File: src/include/rsf_pkg.sv
// Package for the reset source flag block.
// Assumes a 32-bit APB slave port on byte addresses.
package rsf_pkg;

   // Bus, register and counter widths.
   localparam int RSF_DATA_W = 32;
   localparam int RSF_ADDR_W = 8;
   localparam int RSF_REG_W  = 8;
   localparam int RSF_CNT_W  = 8;

   // Register index of the cause flags; byte address is four times it.
   localparam logic [7:0] RSF_CAUSE_IDX  = 8'h03;
   localparam logic [7:0] RSF_CAUSE_ADDR = {RSF_CAUSE_IDX[5:0], 2'b00};

   // Further registers, byte addresses.
   localparam logic [7:0] RSF_STAT_ADDR  = 8'h20;
   localparam logic [7:0] RSF_MASK_ADDR  = 8'h24;
   localparam logic [7:0] RSF_LAST_ADDR  = 8'h28;
   localparam logic [7:0] RSF_CNT_ADDR   = 8'h2c;
   localparam logic [7:0] RSF_CTRL_ADDR  = 8'h30;

   // Bit positions of the cause flags.
   localparam int RSF_BIT_PLL  = 0;
   localparam int RSF_BIT_OSC  = 1;
   localparam int RSF_BIT_WDOG = 3;
   localparam int RSF_BIT_LV   = 5;
   localparam int RSF_BIT_POR  = 6;

   // Implemented flag bits and their value after power-on.
   localparam logic [7:0] RSF_FLAGS_IMPL = 8'h6b;
   localparam logic [7:0] RSF_FLAGS_POR  = 8'h60;

   // Reset values of the own registers, and the counter limit.
   localparam logic [7:0] RSF_MASK_RST   = 8'h00;
   localparam logic [7:0] RSF_STAT_RST   = 8'h00;
   localparam logic [7:0] RSF_CNT_RST    = 8'h00;
   localparam logic [7:0] RSF_CNT_MAX    = 8'hff;

   // Control register: bit that clears the event counters.
   localparam int RSF_CTRL_CNT_CLR = 0;

   // Most recent reset cause.
   typedef enum logic [2:0] {
      RSF_C_POR,
      RSF_C_LV,
      RSF_C_WDOG,
      RSF_C_OSC,
      RSF_C_PLL
   } rsf_cause_e;

   // Single-cycle reset source events from the reset generator.
   typedef struct packed {
      logic lv;
      logic wdog;
      logic osc;
      logic pll;
   } rsf_events_s;

endpackage

File: src/logic/rsf_flag_cell.sv
// One sticky reset cause flag with write-one-to-clear.
// Assumes set and clear are single-cycle terms on pclk.
`timescale 1ns/10ps

module rsf_flag_cell
   import rsf_pkg::*;
#(
   parameter logic POR_VALUE = 1'b0
) (
   input  wire logic pclk,   // Bus clock.
   input  wire logic por_n,  // Power-on reset, active low.
   input  wire logic set,    // Reset source event.
   input  wire logic clr,    // Software wrote a one.
   output logic      flag    // Flag state.
);

   // The flag keeps its value across system resets; only power-on
   // loads it. A set in the clearing cycle wins.
   always_ff @(posedge pclk or negedge por_n) begin
      if (!por_n) begin
         flag <= POR_VALUE;
      end else if (set) begin
         flag <= 1'b1;
      end else if (clr) begin
         flag <= 1'b0;
      end
   end

endmodule

File: src/logic/rsf_reset_cause.sv
// Reset cause recording with APB register access and interrupt.
// Assumes events arrive as single-cycle pulses on pclk, and that
// por_n is the power-on reset while presetn is the system reset.
//
// Function
// - Power-on reset sets power-on flag, bit 6.
// - Low-voltage reset sets low-voltage flag, bit 5.
// - Power-on reset also sets low-voltage flag.
// - Watchdog reset sets watchdog flag, bit 3.
// - Oscillator loss sets oscillator-loss flag, bit 1.
// - PLL loss sets PLL-loss flag, bit 0.
// - Power-on clears watchdog, oscillator, PLL flags.
// - System reset leaves every flag unchanged.
// - Apart from power-on, flags clear only on written one.
`timescale 1ns/10ps

module rsf_reset_cause
   import rsf_pkg::*;
(
   input  wire logic                  pclk,        // Bus clock.
   input  wire logic                  presetn,     // System reset.
   input  wire logic                  por_n,       // Power-on reset.
   input  wire logic [RSF_ADDR_W-1:0] paddr,       // APB address.
   input  wire logic                  psel,        // APB select.
   input  wire logic                  penable,     // APB enable.
   input  wire logic                  pwrite,      // APB direction.
   input  wire logic [RSF_DATA_W-1:0] pwdata,      // APB write data.
   input  wire logic [3:0]            pstrb,       // APB byte lanes.
   output logic      [RSF_DATA_W-1:0] prdata,      // APB read data.
   output logic                       pready,      // APB ready.
   output logic                       pslverr,     // APB error.
   input  wire rsf_events_s           events,      // Source events.
   output logic      [RSF_REG_W-1:0]  cause_flags, // Flag register.
   output logic                       irq          // Interrupt.
);

   // Address map check, shared by read and write paths.
   function automatic logic addr_mapped(input logic [7:0] a);
      begin
         addr_mapped = (a == RSF_CAUSE_ADDR) ||
                       (a == RSF_STAT_ADDR)  ||
                       (a == RSF_MASK_ADDR)  ||
                       (a == RSF_LAST_ADDR)  ||
                       (a == RSF_CNT_ADDR)   ||
                       (a == RSF_CTRL_ADDR);
      end
   endfunction

   // Registers that refuse writes.
   function automatic logic addr_read_only(input logic [7:0] a);
      begin
         addr_read_only = (a == RSF_LAST_ADDR) ||
                          (a == RSF_CNT_ADDR);
      end
   endfunction

   // Saturating event counter step.
   function automatic logic [RSF_CNT_W-1:0] sat_inc(
      input logic [RSF_CNT_W-1:0] v,
      input logic                 ev
   );
      begin
         if (ev && (v != RSF_CNT_MAX)) begin
            sat_inc = v + 8'h01;
         end else begin
            sat_inc = v;
         end
      end
   endfunction

   // Bus phase terms.
   logic                  setup;
   logic                  access;
   logic                  wr_ok;
   logic                  wr_cause;
   logic                  wr_mask;
   logic                  wr_ctrl;
   logic                  rd_stat;

   // Register state.
   logic [RSF_DATA_W-1:0] prdata_reg;
   logic                  pslverr_reg;
   logic [RSF_REG_W-1:0]  stat_cap_reg;
   logic [RSF_REG_W-1:0]  stat_reg;
   logic [RSF_REG_W-1:0]  stat_next;
   logic [RSF_REG_W-1:0]  mask_reg;
   logic [RSF_REG_W-1:0]  seen_reg;
   logic                  irq_reg;
   rsf_cause_e            last_reg;
   logic [RSF_CNT_W-1:0]  cnt_lv_reg;
   logic [RSF_CNT_W-1:0]  cnt_wdog_reg;
   logic [RSF_CNT_W-1:0]  cnt_osc_reg;
   logic [RSF_CNT_W-1:0]  cnt_pll_reg;

   // Flag terms.
   logic [RSF_REG_W-1:0]  flag_set;
   logic [RSF_REG_W-1:0]  flag_clr;
   logic [RSF_REG_W-1:0]  flags;
   logic [RSF_REG_W-1:0]  flag_rise;
   logic                  cnt_clr;

   // Phases of an APB transfer; the slave never waits.
   assign setup  = psel & ~penable;
   assign access = psel & penable;
   assign pready = 1'b1;

   // A write takes effect at the access edge, on lane 0 only.
   assign wr_ok    = access & pwrite & ~pslverr_reg & pstrb[0];
   assign wr_cause = wr_ok & (paddr == RSF_CAUSE_ADDR);
   assign wr_mask  = wr_ok & (paddr == RSF_MASK_ADDR);
   assign wr_ctrl  = wr_ok & (paddr == RSF_CTRL_ADDR);
   assign rd_stat  = access & ~pwrite & (paddr == RSF_STAT_ADDR);
   assign cnt_clr  = wr_ctrl & pwdata[RSF_CTRL_CNT_CLR];

   // Event set vector at the flag positions.
   always_comb begin
      flag_set = 8'h00;
      flag_set[RSF_BIT_LV]   = events.lv;
      flag_set[RSF_BIT_WDOG] = events.wdog;
      flag_set[RSF_BIT_OSC]  = events.osc;
      flag_set[RSF_BIT_PLL]  = events.pll;
   end

   // clear only where a one is written.
   assign flag_clr = wr_cause ? (pwdata[7:0] & RSF_FLAGS_IMPL) : 8'h00;

   // One cell per implemented bit; the others stay zero.
   // power-on loads the flags.
   // presetn does not reach the cells.
   genvar gi;
   generate
      for (gi = 0; gi < RSF_REG_W; gi++) begin : g_flag
         if (RSF_FLAGS_IMPL[gi]) begin : g_impl
            rsf_flag_cell #(
               .POR_VALUE (RSF_FLAGS_POR[gi])
            ) u_cell (
               .pclk  (pclk),
               .por_n (por_n),
               .set   (flag_set[gi]),
               .clr   (flag_clr[gi]),
               .flag  (flags[gi])
            );
         end else begin : g_zero
            assign flags[gi] = 1'b0;
         end
      end
   endgenerate

   assign cause_flags = flags;

   // Copy of the flags under system reset. It restarts at zero, so
   // every flag still set after a restart raises its status once.
   always_ff @(posedge pclk or negedge presetn) begin
      if (!presetn) begin
         seen_reg <= RSF_STAT_RST;
      end else begin
         seen_reg <= flags;
      end
   end

   assign flag_rise = flags & ~seen_reg;

   // Status: set by a rising flag, cleared by reading it. Only the
   // bits returned by that read are cleared, and a set wins.
   always_comb begin
      stat_next = stat_reg;
      if (rd_stat) begin
         stat_next = stat_next & ~stat_cap_reg;
      end
      stat_next = stat_next | flag_rise;
   end

   always_ff @(posedge pclk or negedge presetn) begin
      if (!presetn) begin
         stat_reg <= RSF_STAT_RST;
      end else begin
         stat_reg <= stat_next;
      end
   end

   // Interrupt mask, same layout as the status.
   always_ff @(posedge pclk or negedge presetn) begin
      if (!presetn) begin
         mask_reg <= RSF_MASK_RST;
      end else if (wr_mask) begin
         mask_reg <= pwdata[7:0] & RSF_FLAGS_IMPL;
      end
   end

   // Interrupt level, one cycle behind status and mask.
   always_ff @(posedge pclk or negedge presetn) begin
      if (!presetn) begin
         irq_reg <= 1'b0;
      end else begin
         irq_reg <= |(stat_reg & mask_reg);
      end
   end

   assign irq = irq_reg;

   // Most recent cause; kept across system resets. Where events
   // coincide the first of low-voltage, watchdog, oscillator, PLL wins.
   always_ff @(posedge pclk or negedge por_n) begin
      if (!por_n) begin
         last_reg <= RSF_C_POR;
      end else if (events.lv) begin
         last_reg <= RSF_C_LV;
      end else if (events.wdog) begin
         last_reg <= RSF_C_WDOG;
      end else if (events.osc) begin
         last_reg <= RSF_C_OSC;
      end else if (events.pll) begin
         last_reg <= RSF_C_PLL;
      end
   end

   // Saturating event counters, kept across system resets. A clear
   // in the cycle of an event leaves a count of one.
   always_ff @(posedge pclk or negedge por_n) begin
      if (!por_n) begin
         cnt_lv_reg   <= RSF_CNT_RST;
         cnt_wdog_reg <= RSF_CNT_RST;
         cnt_osc_reg  <= RSF_CNT_RST;
         cnt_pll_reg  <= RSF_CNT_RST;
      end else if (cnt_clr) begin
         cnt_lv_reg   <= {7'h00, events.lv};
         cnt_wdog_reg <= {7'h00, events.wdog};
         cnt_osc_reg  <= {7'h00, events.osc};
         cnt_pll_reg  <= {7'h00, events.pll};
      end else begin
         cnt_lv_reg   <= sat_inc(cnt_lv_reg, events.lv);
         cnt_wdog_reg <= sat_inc(cnt_wdog_reg, events.wdog);
         cnt_osc_reg  <= sat_inc(cnt_osc_reg, events.osc);
         cnt_pll_reg  <= sat_inc(cnt_pll_reg, events.pll);
      end
   end

   // Read data and error are taken in the setup cycle and stand
   // through the access cycle.
   always_ff @(posedge pclk or negedge presetn) begin
      if (!presetn) begin
         prdata_reg   <= 32'h0000_0000;
         pslverr_reg  <= 1'b0;
         stat_cap_reg <= RSF_STAT_RST;
      end else if (setup) begin
         prdata_reg   <= 32'h0000_0000;
         stat_cap_reg <= RSF_STAT_RST;
         pslverr_reg  <= ~addr_mapped(paddr) |
                         (pwrite & addr_read_only(paddr));
         if (!pwrite) begin
            case (paddr)
               RSF_CAUSE_ADDR: begin
                  prdata_reg <= {24'h000000, flags};
               end
               RSF_STAT_ADDR: begin
                  prdata_reg   <= {24'h000000, stat_reg};
                  stat_cap_reg <= stat_reg;
               end
               RSF_MASK_ADDR: begin
                  prdata_reg <= {24'h000000, mask_reg};
               end
               RSF_LAST_ADDR: begin
                  prdata_reg <= {29'h00000000, last_reg};
               end
               RSF_CNT_ADDR: begin
                  prdata_reg <= {cnt_pll_reg, cnt_osc_reg,
                                 cnt_wdog_reg, cnt_lv_reg};
               end
               default: begin
                  prdata_reg <= 32'h0000_0000;
               end
            endcase
         end
      end
   end

   // Outputs hold zero outside the access cycle.
   assign prdata  = access ? prdata_reg : 32'h0000_0000;
   assign pslverr = access & pslverr_reg;

endmodule

File: config.mk
export PLATFORM = sky130hd
export DESIGN_NAME = rsf_reset_cause
export DESIGN_NICKNAME = d
export VERILOG_FILES = /design/src/include/rsf_pkg.sv /design/src/logic/rsf_flag_cell.sv /design/src/logic/rsf_reset_cause.sv
export SDC_FILE = /design/constraint.sdc
export NUM_CORES = 1
export LEC_CHECK = 0
export ABC_CLOCK_PERIOD_IN_PS = 1500
export BUFFER_PORTS_ARGS = -buffer_cell sky130_fd_sc_hd__buf_2
export CORE_ASPECT_RATIO = 0.7
export CORE_MARGIN = 4
export CORE_UTILIZATION = 50
export CTS_CLUSTER_SIZE = 28
export DETAILED_ROUTE_END_ITERATION = 10
export GPL_ROUTABILITY_DRIVEN = 0
export PLACE_DENSITY = 0.84
export SYNTH_ARGS = -nofsm -noshare
export SYNTH_HDL_FRONTEND = slang
export SYNTH_HIERARCHICAL = 1
export SYNTH_SLANG_ARGS = --single-unit
File: constraint.sdc
create_clock -name pclk -period 1.5 [get_ports pclk]
set_input_delay 0.3 -clock pclk [delete_from_list [all_inputs] [get_ports pclk]]
set_output_delay 0.3 -clock pclk [all_outputs]
set_load 0.01 [all_outputs]
==> results.yml, run 1 <==
finish:
  area_growth_pct: 28.6
  fillers: 696
  num-nets-final: 625
  antenna_cells: 0
  drive_above_1_share_pct: 35.1
  largest_register_ffs: 32
  finalNonFillerCells: 696
route:
  drt-total-wl_um: 14100
  vias: 4250
  post_drt_wl_per_cell_um: 20.2
  dr.pass1.iters: 5
  drc: 0
  antenna_left: 0
  first_iter_violations: 472
  avgViaCountPerCell: 6.11
placed_design:
  hpwl_um: 9570
  place_ws_ps: -280
  io_buffers: 62
  placed_cells: 672
worst_setup_path:
  worstPathRequired_ps: 1750
  worstPathArrival_ps: 1830
  timing.critical_path.to: "g_flag[0].g_impl.u_cell/flag$_DFFE_PN0P_"
  end_kind: "flip-flop"
  crit_type: "flip-flop to flip-flop"
  r2r_end: "g_flag[0].g_impl.u_cell/flag$_DFFE_PN0P_"
  rrSetupSlack_ps: -90
  worstRegToRegCells: 8
  cp_max_fo: 5
  crit_path_start_kind: "flip-flop"
  r2r_start: "pslverr_reg$_DFFE_PN0P_"
  crit_start: "pslverr_reg$_DFFE_PN0P_"
yosys:
  ys_seq_elements: 100
  synth_area_per_cell_um2: 10.8
  synth.mux.area_fraction_pct: 3.89
  ys_seq_area_share_pct: 50.9
  yosys.area_share.xor_xnor_pct: 2.31
  synth_top_family_by_area: "simple AND/OR/NAND/NOR gates"
  synth_top_area_share_pct: 49.8
  synthFlopType: "dfrtp_1"
  synth_top_cells_by_count: "98 x dfrtp_1, 37 x and3_1, 30 x nor2_1, 28 x nand2_1, 22 x a22o_1"
  synth_most_common_cell: "dfrtp_1"
  syn_area_um2: 4920
  synth_compound_area_share_pct: 16.3
  synthArstFlopShare_pct: 100
  yosys-top-cells-area: "dfrtp_1 50%, and3_1 4.7%, a22o_1 3.9%"
  synth_edf_count: 0
  syn_inst: 456
  yosysTopAreaCell: "dfrtp_1"
  ys_types: 65
  synth_warnings: 6
  synth-simple-area-share_pct: 20.8
  synthAdderAreaFrac_pct: 1.02
pwr:
  total_leakage_power_nw: 3.12
  ir_worst_vdd_uv: 782
  total_power_mw: 7.44
  power_per_cell_area_nw_per_um2: 1180
global_route:
  gr-usage-all-layers_pct: 24.3
  overflow: 0
  grt_pass1_wl_um: 22200
  antenna_found_initial: 0
  grt_max_degree: 61
  first_global_vias: 4197
timing:
  finalMaxSlewViolations: 0
  rsz0062_at_grt: "true"
  finalHoldViolations: 0
  timing.setup.tns_ps: -1980
  clock.fmax_mhz: 630
  setup_violations: 39
  fin_crit_ps: 1590
  max-slew-margin-rel_pct: 62.9
  tightest_slew_ps: 556
  setup_ws_ps: -86.6
  period_share_pct: 106
  clock_skew_ps: 8.54
clock_network:
  cts_num_sinks: 100
  numCtsBuffers: 9
  h-tree-depth: 3
  clk-insertion-delay-late_ps: 360
  clkTransAtPathRegs_ps: 70
  clockRootBuffer: "clkbuf_16"
  clockBufferDepth: 2
  cts_tree: "yes"
die:
  die_area_um2: 11500
  die_x_um: 127
  die_h_um: 91.0
  ios: 97
  initial_core_util_pct: 52.8
  core-area_um2: 9330
  rows: 29
job:
  maxCapViolations: 0
outcome:
  violations: "setup timing"
  status: "finished, violations left"
hold_path:
  min_path_type: "input port to async pin"
-- report_power, final --
group          switching (mW)  internal [mW]  total, mW
clock                    1.06           1.52       2.58
sequential              0.407           3.00       3.41
combinational           0.768          0.681       1.45
total                    2.23           5.20       7.44
-- worst max-delay path, cell delays in order (launching register included) --
cell,delay (ps)
dfrtp_1,370
and3b_1,230
buf_4,140
nand2b_4,70
nor3b_2,170
buf_4,160
and2_4,160
inv_1,40
a21o_1,140
-- timing repair --
item,CTS,global route
resized for setup,14,9
hold buffers,1,0
gates cloned,0,3
buffers inserted,1,3
endpoints found under the hold margin,60,0
pin swaps,2,4
endpoints found under the setup margin,42,43
-- final cells by class --
type,instances,area [µm²],share of cell area (%)
Sequential cell,100,2500,39.6
Multi-Input combinational cell,313,2350,37.1
Timing Repair Buffer,130,942,14.9
Clock buffer,11,243,3.84
Tap cell,124,155,2.45
Clock inverter,5,85.1,1.35
Inverter,13,48.8,0.772
-- cells in the final DEF (no fill, tap or decap), types with 7 or more instances in the layout --
master	synthesis	final
dfrtp_1	98	98
buf_2	4	61
buf_4	6	56
and3_1	37	36
nor2_1	30	30
nand2_1	28	28
a22o_1	22	22
a22o_2	18	18
inv_1	13	13
nand3_1	15	13
clkbuf_16	0	11
o21ai_0	12	10
mux2i_1	9	8
a21oi_1	9	8
xor2_1	8	8
nand4_1	7	7
nor3_1	8	7
-- routing by layer --
metal	global-route usage, %	wire (µm)	vias to the layer above
li1	-	-	1902
met2	36.9	6480	199
met1	33.9	6020	2125
met4	5.80	215	0
met3	8.09	1340	24
met5	0	0	-
-- kinds of logic after synthesis --
kind of cell,Yosys count
xor gates and xnor gates,13
adders and majority gates,4
other,2
DFF,100
AOI/OAI and AO/OA,102
and+or+nand+nor,172
buffers and inverters,46
muxes,17
-- per-stage QoR --
step	utilization, %	hold slack [ps]	instance area, µm²
2_1_floorplan	-	4.41	5000
3_3_place_gp	62.0	329	5790
3_5_place_dp	62.0	334	5790
4_1_cts	66.4	27.3	6190
5_1_grt	67.8	57.0	6320
6_report	67.8	12.2	6320
-- how the worst min path moves through the flow --
stage	startpoint	to	slack, ps	depth (start not counted)
after detailed placement	presetn	stat_reg[0]$_DFF_PN0_	330	2
after global placement	presetn	stat_reg[0]$_DFF_PN0_	330	2
after CTS	por_n	cnt_osc_reg[0]$_DFFE_PN0P_	30	2
final	por_n	cnt_wdog_reg[7]$_DFFE_PN0P_	10	2
after global routing	por_n	cnt_wdog_reg[7]$_DFFE_PN0P_	60	2
after floorplan	por_n	cnt_lv_reg[0]$_DFFE_PN0P_	4	0
No activity file was read; power rests on OpenSTA's default activity.
==> run 2: changes to the inputs <==
--- a/config.mk
+++ b/config.mk
@@ -5,6 +5,7 @@
 export SDC_FILE = /design/constraint.sdc
 export NUM_CORES = 1
 export LEC_CHECK = 0
+export ABC_AREA = 1
 export ABC_CLOCK_PERIOD_IN_PS = 1500
 export BUFFER_PORTS_ARGS = -buffer_cell sky130_fd_sc_hd__buf_2
 export CORE_ASPECT_RATIO = 0.7
@@ -14,6 +15,7 @@
 export DETAILED_ROUTE_END_ITERATION = 10
 export GPL_ROUTABILITY_DRIVEN = 0
 export PLACE_DENSITY = 0.84
+export SKIP_CTS_REPAIR_TIMING = 1
 export SYNTH_ARGS = -nofsm -noshare
 export SYNTH_HDL_FRONTEND = slang
 export SYNTH_HIERARCHICAL = 1
==> run 2 against run 1 <==
Compared with the run above:
- the flow now finishes without violations
- sequential share of layout area up 0.57 points
- setup slack better by 110 ps
- synthesized cell count up 41%
- hold slack better by 6.4 ps
- power up 2.1%
- register-to-register slack better by 110 ps
- critical path depth unchanged
- critical path type unchanged
- critical endpoint is now cnt_lv_reg[1]$_DFFE_PN0P_
==> results.yml, run 2 <==
global_route:
  overflow: 0
  gr-usage-all-layers_pct: 23.5
  grt_pass1_wl_um: 21900
  grt_max_degree: 61
  antenna_found_initial: 0
  first_global_vias: 4678
route:
  drc: 0
  post_drt_wl_per_cell_um: 15.7
  antenna_left: 0
  vias: 4817
  route.met3.wl_um: 1310
  dr_wl_met2_um: 6600
  dr.pass1.iters: 6
  first_iter_violations: 580
  top_layer: "met4"
  met1_length_um: 5720
  avgViaCountPerCell: 5.45
  drt-total-wl_um: 13900
worst_setup_path:
  worstPathArrival_ps: 1720
  crit_type: "flip-flop to flip-flop"
  r2r_start: "cnt_lv_reg[1]$_DFFE_PN0P_"
  crit_path_cell_trace: "ha_4 -> nand3_2 -> nor2_4 -> nand3_2 -> nand2_4 -> inv_1 -> o21ai_1 -> nor2_1"
  worstRegToRegCells: 8
  cpMostUsedCell: "nand3_2"
  rrSetupSlack_ps: 30
  crit_path_top_delay_cell: "dfrtp_1"
  r2r_end: "cnt_lv_reg[1]$_DFFE_PN0P_"
  cp_max_fo: 5
  worstPathRequired_ps: 1750
  end_kind: "flip-flop"
  critPathMaxStageDelay_ps: 400
  crit_path_start_kind: "flip-flop"
die:
  ios: 97
  die_x_um: 128
  die_h_um: 91.9
  die_area_um2: 11800
  core-area_um2: 9760
  initial_core_util_pct: 51.6
  rows: 30
timing:
  clock_skew_ps: 3.42
  clock.fmax_mhz: 679
  tightest_slew_ps: 556
  finalMaxSlewViolations: 0
  max-slew-margin-rel_pct: 62.9
  setup_violations: 0
  period_share_pct: 98.1
  fin_crit_ps: 1470
  finalHoldViolations: 0
yosys:
  synth_most_common_cell: "nand2_1"
  synth_area_per_cell_um2: 7.82
  synth_top_cells_by_count: "126 x nand2_1, 113 x inv_1, 98 x dfrtp_1, 91 x nor2_1, 62 x nand3_1"
  syn_area_um2: 5030
  yosys-top-cells-area: "dfrtp_1 49%, nand2_1 9.4%, inv_1 8.4%"
  ys_seq_area_share_pct: 49.8
  synthFlopType: "dfrtp_1"
  ys_seq_elements: 100
  synthArstFlopShare_pct: 100
  synth_top_area_share_pct: 48.7
  yosysTopAreaCell: "dfrtp_1"
  syn_inst: 643
  ys_types: 38
  synth_edf_count: 0
  synth_warnings: 6
finish:
  drive_above_1_share_pct: 22.8
  num-nets-final: 811
  layout_commonest_cell: "nand2_1"
  largest_register_ffs: 32
  antenna_cells: 0
  final_area_um2: 6230
  area_growth_pct: 23.9
  layout_common_cells: "121 x nand2_1, 112 x inv_1, 98 x dfrtp_1, 88 x nor2_1, 62 x buf_2"
outcome:
  status: "finished clean"
clock_network:
  cts_tree: "yes"
  h-tree-depth: 3
  clk-insertion-delay-late_ps: 350
  clkTransAtPathRegs_ps: 60
  numCtsBuffers: 9
  clockRootBuffer: "clkbuf_16"
  clockBufferDepth: 2
  cts_num_sinks: 100
job:
  maxCapViolations: 0
placed_design:
  io_buffers: 62
  dpl_cell_area_um2: 5740
  hpwl_um: 9640
pwr:
  sw_frac_of_total_pct: 33.3
  clock_power_share_pct: 29.6
  p_sw_mw: 2.53
  pwr-share-comb_pct: 25.0
  total_leakage_power_nw: 3.29
  internal-power_mw: 5.07
  ir_worst_vdd_uv: 729
  total_power_mw: 7.60
  p_seq_share_pct: 45.3
  power_per_cell_area_nw_per_um2: 1220
hold_path:
  min_path_type: "input port to async pin"
[run 2: through the flow]
stage | utilization, % | hold slack [ps] | instances | setup TNS [ps] | setup WS (ps)
after global routing | 63.9 | 61.4 | 884 | -273 | -77.2
after global placement | 58.9 | 327 | 860 | -1020 | -76.1
after detailed placement | 58.9 | 340 | 860 | -2450 | -128
final | 63.9 | 18.6 | 884 | 0 | 28.3
after CTS | 61.7 | -36.2 | 874 | -984 | -100
after floorplan | - | 4.41 | 646 | 0 | 94.8
[run 2: per-layer routing]
| metal | up-vias | GRT usage (%) |
|---|---|---|
| met5 | - | 0 |
| met1 | 2284 | 31.1 |
| li1 | 2245 | - |
| met4 | 0 | 8.57 |
| met2 | 256 | 37.4 |
| met3 | 32 | 6.11 |
[run 2: logic make-up (layout without fill, tap and decap cells)]
| group | Yosys count | in the layout | share of synthesized area [%] |
|---|---|---|---|
| AO/OA/AOI/OAI | 87 | 87 | 10.3 |
| XOR/XNOR | 3 | 3 | 0.522 |
| flip-flops | 100 | 100 | 49.8 |
| buffers and inverters | 134 | 243 | 10.8 |
| AND/OR/NAND/NOR | 313 | 314 | 27.4 |
| adder cells (fa/ha/maj) | 4 | 4 | 0.995 |
| other | 2 | 5 | 0.149 |
[run 2: cell type report]
type	instances	area [µm²]
sequential	100	2500
inverter	116	435
clock buffer	11	233
tap	128	160
fill	779	3520
timing repair buffer	113	724
clock inverter	3	40.0
multi-input combinational	413	2140
[run 2: power groups by stage]
stage | clock network [mW] | registers [mW] | logic [mW]
6_report | 2.25 | 3.44 | 1.90
5_1_grt | 2.39 | 3.48 | 2.11
4_1_cts | 2.27 | 3.37 | 1.62
3_5_place_dp | 0 | 3.42 | 1.60
3_3_place_gp | 0 | 3.39 | 1.48
2_1_floorplan | 0 | 3.37 | 1.03
[run 2: how the worst max path moves through the flow]
stage / start / to / depth (start not counted)
6_report: cnt_lv_reg[1]$_DFFE_PN0P_ / cnt_lv_reg[1]$_DFFE_PN0P_ / 8
5_1_grt: cnt_pll_reg[0]$_DFFE_PN0P_ / cnt_pll_reg[7]$_DFFE_PN0P_ / 7
4_1_cts: cnt_wdog_reg[1]$_DFFE_PN0P_ / cnt_wdog_reg[7]$_DFFE_PN0P_ / 8
3_5_place_dp: paddr[4] / mask_reg[5]$_DFFE_PN0P_ / 8
3_3_place_gp: paddr[1] / stat_reg[0]$_DFF_PN0_ / 8
2_1_floorplan: cnt_wdog_reg[0]$_DFFE_PN0P_ / cnt_wdog_reg[7]$_DFFE_PN0P_ / 9
[run 2: worst max-delay path, delay by kind of cell (launching register included)]
kind	cells	cell delay, ps
flip-flops	1	400
buffers and inverters	1	100
AND/OR/NAND/NOR	5	520
AO/OA/AOI/OAI	1	170
adder cells (fa/ha/maj)	1	160
==> run 3: changes to the inputs <==
--- a/config.mk
+++ b/config.mk
@@ -15,7 +15,9 @@
 export DETAILED_ROUTE_END_ITERATION = 10
 export GPL_ROUTABILITY_DRIVEN = 0
 export PLACE_DENSITY = 0.84
+export SETUP_SLACK_MARGIN = 0.5
 export SKIP_CTS_REPAIR_TIMING = 1
+export SLEW_MARGIN = 20
 export SYNTH_ARGS = -nofsm -noshare
 export SYNTH_HDL_FRONTEND = slang
 export SYNTH_HIERARCHICAL = 1
==> run 3 against run 2 <==
Compared with the run above:
- flip-flop and latch count unchanged
- the run now ends with setup timing left
- clock power rose by 7%
- largest cell class is now multi-input gates
- sequential share of layout area decreased by 9.9 points
- non-clock buffer count up 43
- critical endpoint is now cnt_wdog_reg[7]$_DFFE_PN0P_
==> results.yml, run 3 (synthesis results as in run 2) <==
finish:
  area_growth_pct: 65.0
  largest_register_ffs: 32
  drive_above_1_share_pct: 54.3
  antenna_cells: 0
  layout_common_cells: "93 x dfrtp_1, 89 x nand2_1, 67 x inv_1, 56 x buf_6, 51 x buf_4"
  num-nets-final: 858
  final_core_util_pct: 85.1
  final_area_um2: 8300
  layout_commonest_cell: "dfrtp_1"
route:
  drt-total-wl_um: 23200
  met1_length_um: 7750
  antenna_left: 0
  top_layer: "met4"
  first_iter_violations: 891
  route.met3.wl_um: 2870
  avgViaCountPerCell: 6.47
  post_drt_wl_per_cell_um: 24.9
  drc: 0
  vias: 6038
  dr.pass1.iters: 7
  dr_wl_met2_um: 10700
worst_setup_path:
  worstPathRequired_ps: 1750
  crit_type: "flip-flop to flip-flop"
  cpMostUsedCell: "nand2_1"
  crit_path_top_delay_cell: "dfrtp_1"
  crit_path_start_kind: "flip-flop"
  r2r_start: "cnt_wdog_reg[0]$_DFFE_PN0P_"
  cp_top_family: "simple AND/OR/NAND/NOR gates"
  crit_path_cell_trace: "buf_4 -> nand3_1 -> nor2_2 -> nand2_1 -> nor2_2 -> nand2_1 -> nand2_1 -> nor2_1"
  worstPathArrival_ps: 1950
  end_kind: "flip-flop"
  crit_start: "cnt_wdog_reg[0]$_DFFE_PN0P_"
  critPathMaxStageDelay_ps: 430
  cp_max_fo: 4
  path_buf_inv: 1
die:
  rows: 30
  die_h_um: 91.9
  core-area_um2: 9760
  die_area_um2: 11800
  ios: 97
  initial_core_util_pct: 51.6
  die_x_um: 128
placed_design:
  hpwl_um: 9510
  place_ws_ps: -60.9
  dpl_cell_area_um2: 6100
  io_buffers: 62
global_route:
  overflow: 0
  grt_max_degree: 61
  first_global_vias: 4533
  grt_pass1_wl_um: 21800
  antenna_found_initial: 0
  gr-usage-all-layers_pct: 23.1
pwr:
  total_leakage_power_nw: 3.87
  power_per_cell_area_nw_per_um2: 1050
  total_power_mw: 8.75
  ir_worst_vdd_uv: 753
timing:
  finalMaxSlewViolations: 0
  clock_skew_ps: 14.1
  fin_crit_ps: 1690
  finalHoldViolations: 0
  setup_ws_ps: -192
  clock.fmax_mhz: 591
  period_share_pct: 113
  setup_violations: 13
  rsz0062_at_grt: "true"
hold_path:
  hold_path.startpoint: "pwdata[0]"
  min_path_type: "input port to flip-flop"
clock_network:
  cts_tree: "yes"
  clkTransAtPathRegs_ps: 80
  h-tree-depth: 3
  clk-insertion-delay-late_ps: 370
  clockRootBuffer: "clkbuf_16"
  clockBufferDepth: 2
  numCtsBuffers: 9
  cts_num_sinks: 100
outcome:
  violations: "setup timing"
  status: "finished, violations left"
job:
  maxCapViolations: 0
[run 3: cell count changes in the layout (fill, tap and decap cells not counted), sizes merged, moves of 2 or more]
cell / previous run / this run
buf: 112 / 151
clkinv: 2 / 9
inv: 116 / 112
nand2: 130 / 132
nor2: 103 / 105
[run 3: final cells by class]
cell class / count / area [µm²]
inverter: 116 / 503
timing repair buffer: 156 / 1560
clock inverter: 7 / 67.6
sequential: 100 / 2510
fill: 335 / 1460
clock buffer: 9 / 225
multi-input combinational: 417 / 3270
tap: 128 / 160
[run 3: report_power, final]
group / switching (mW) / internal (mW)
Sequential: 0.560 / 3.06
Clock: 1.11 / 1.29
Combinational: 1.75 / 0.978
Total: 3.42 / 5.33
[run 3: metal layers]
| metal | vias up | track usage [%] |
|---|---|---|
| met5 | - | 0 |
| li1 | 2362 | - |
| met4 | 0 | 4.33 |
| met2 | 611 | 38.2 |
| met3 | 219 | 5.59 |
| met1 | 2846 | 31.4 |
[run 3: metrics by stage]
stage               instances  setup TNS, ps  hold WS [ps]
CTS                       860          -40.3         -76.4
detailed placement        844           -109           291
finish                    933           -837           227
global placement          844              0           290
global route              933          -1460           228
floorplan                 646              0          4.41
[run 3: final timing paths]
check	endpoint	slack, ps	cells past startpoint
setup / recovery	cnt_wdog_reg[7]$_DFFE_PN0P_	-190	8
hold / removal	mask_reg[0]$_DFFE_PN0P_	230	3
setup reg to reg	cnt_wdog_reg[7]$_DFFE_PN0P_	-190	8
hold reg to reg	stat_reg[5]$_DFF_PN0_	430	1
max in group asynchronous	prdata_reg[28]$_DFFE_PN0P_	720	3
min in group asynchronous	cnt_wdog_reg[5]$_DFFE_PN0P_	470	3
[run 3: worst reg2reg max path, cell delays in order (launching register included)]
cell and delay (ps):
dfrtp_1 430, buf_4 180, nand3_1 190, nor2_2 210, nand2_1 110, nor2_2 190, nand2_1 100, nand2_1 100
nor2_1 70
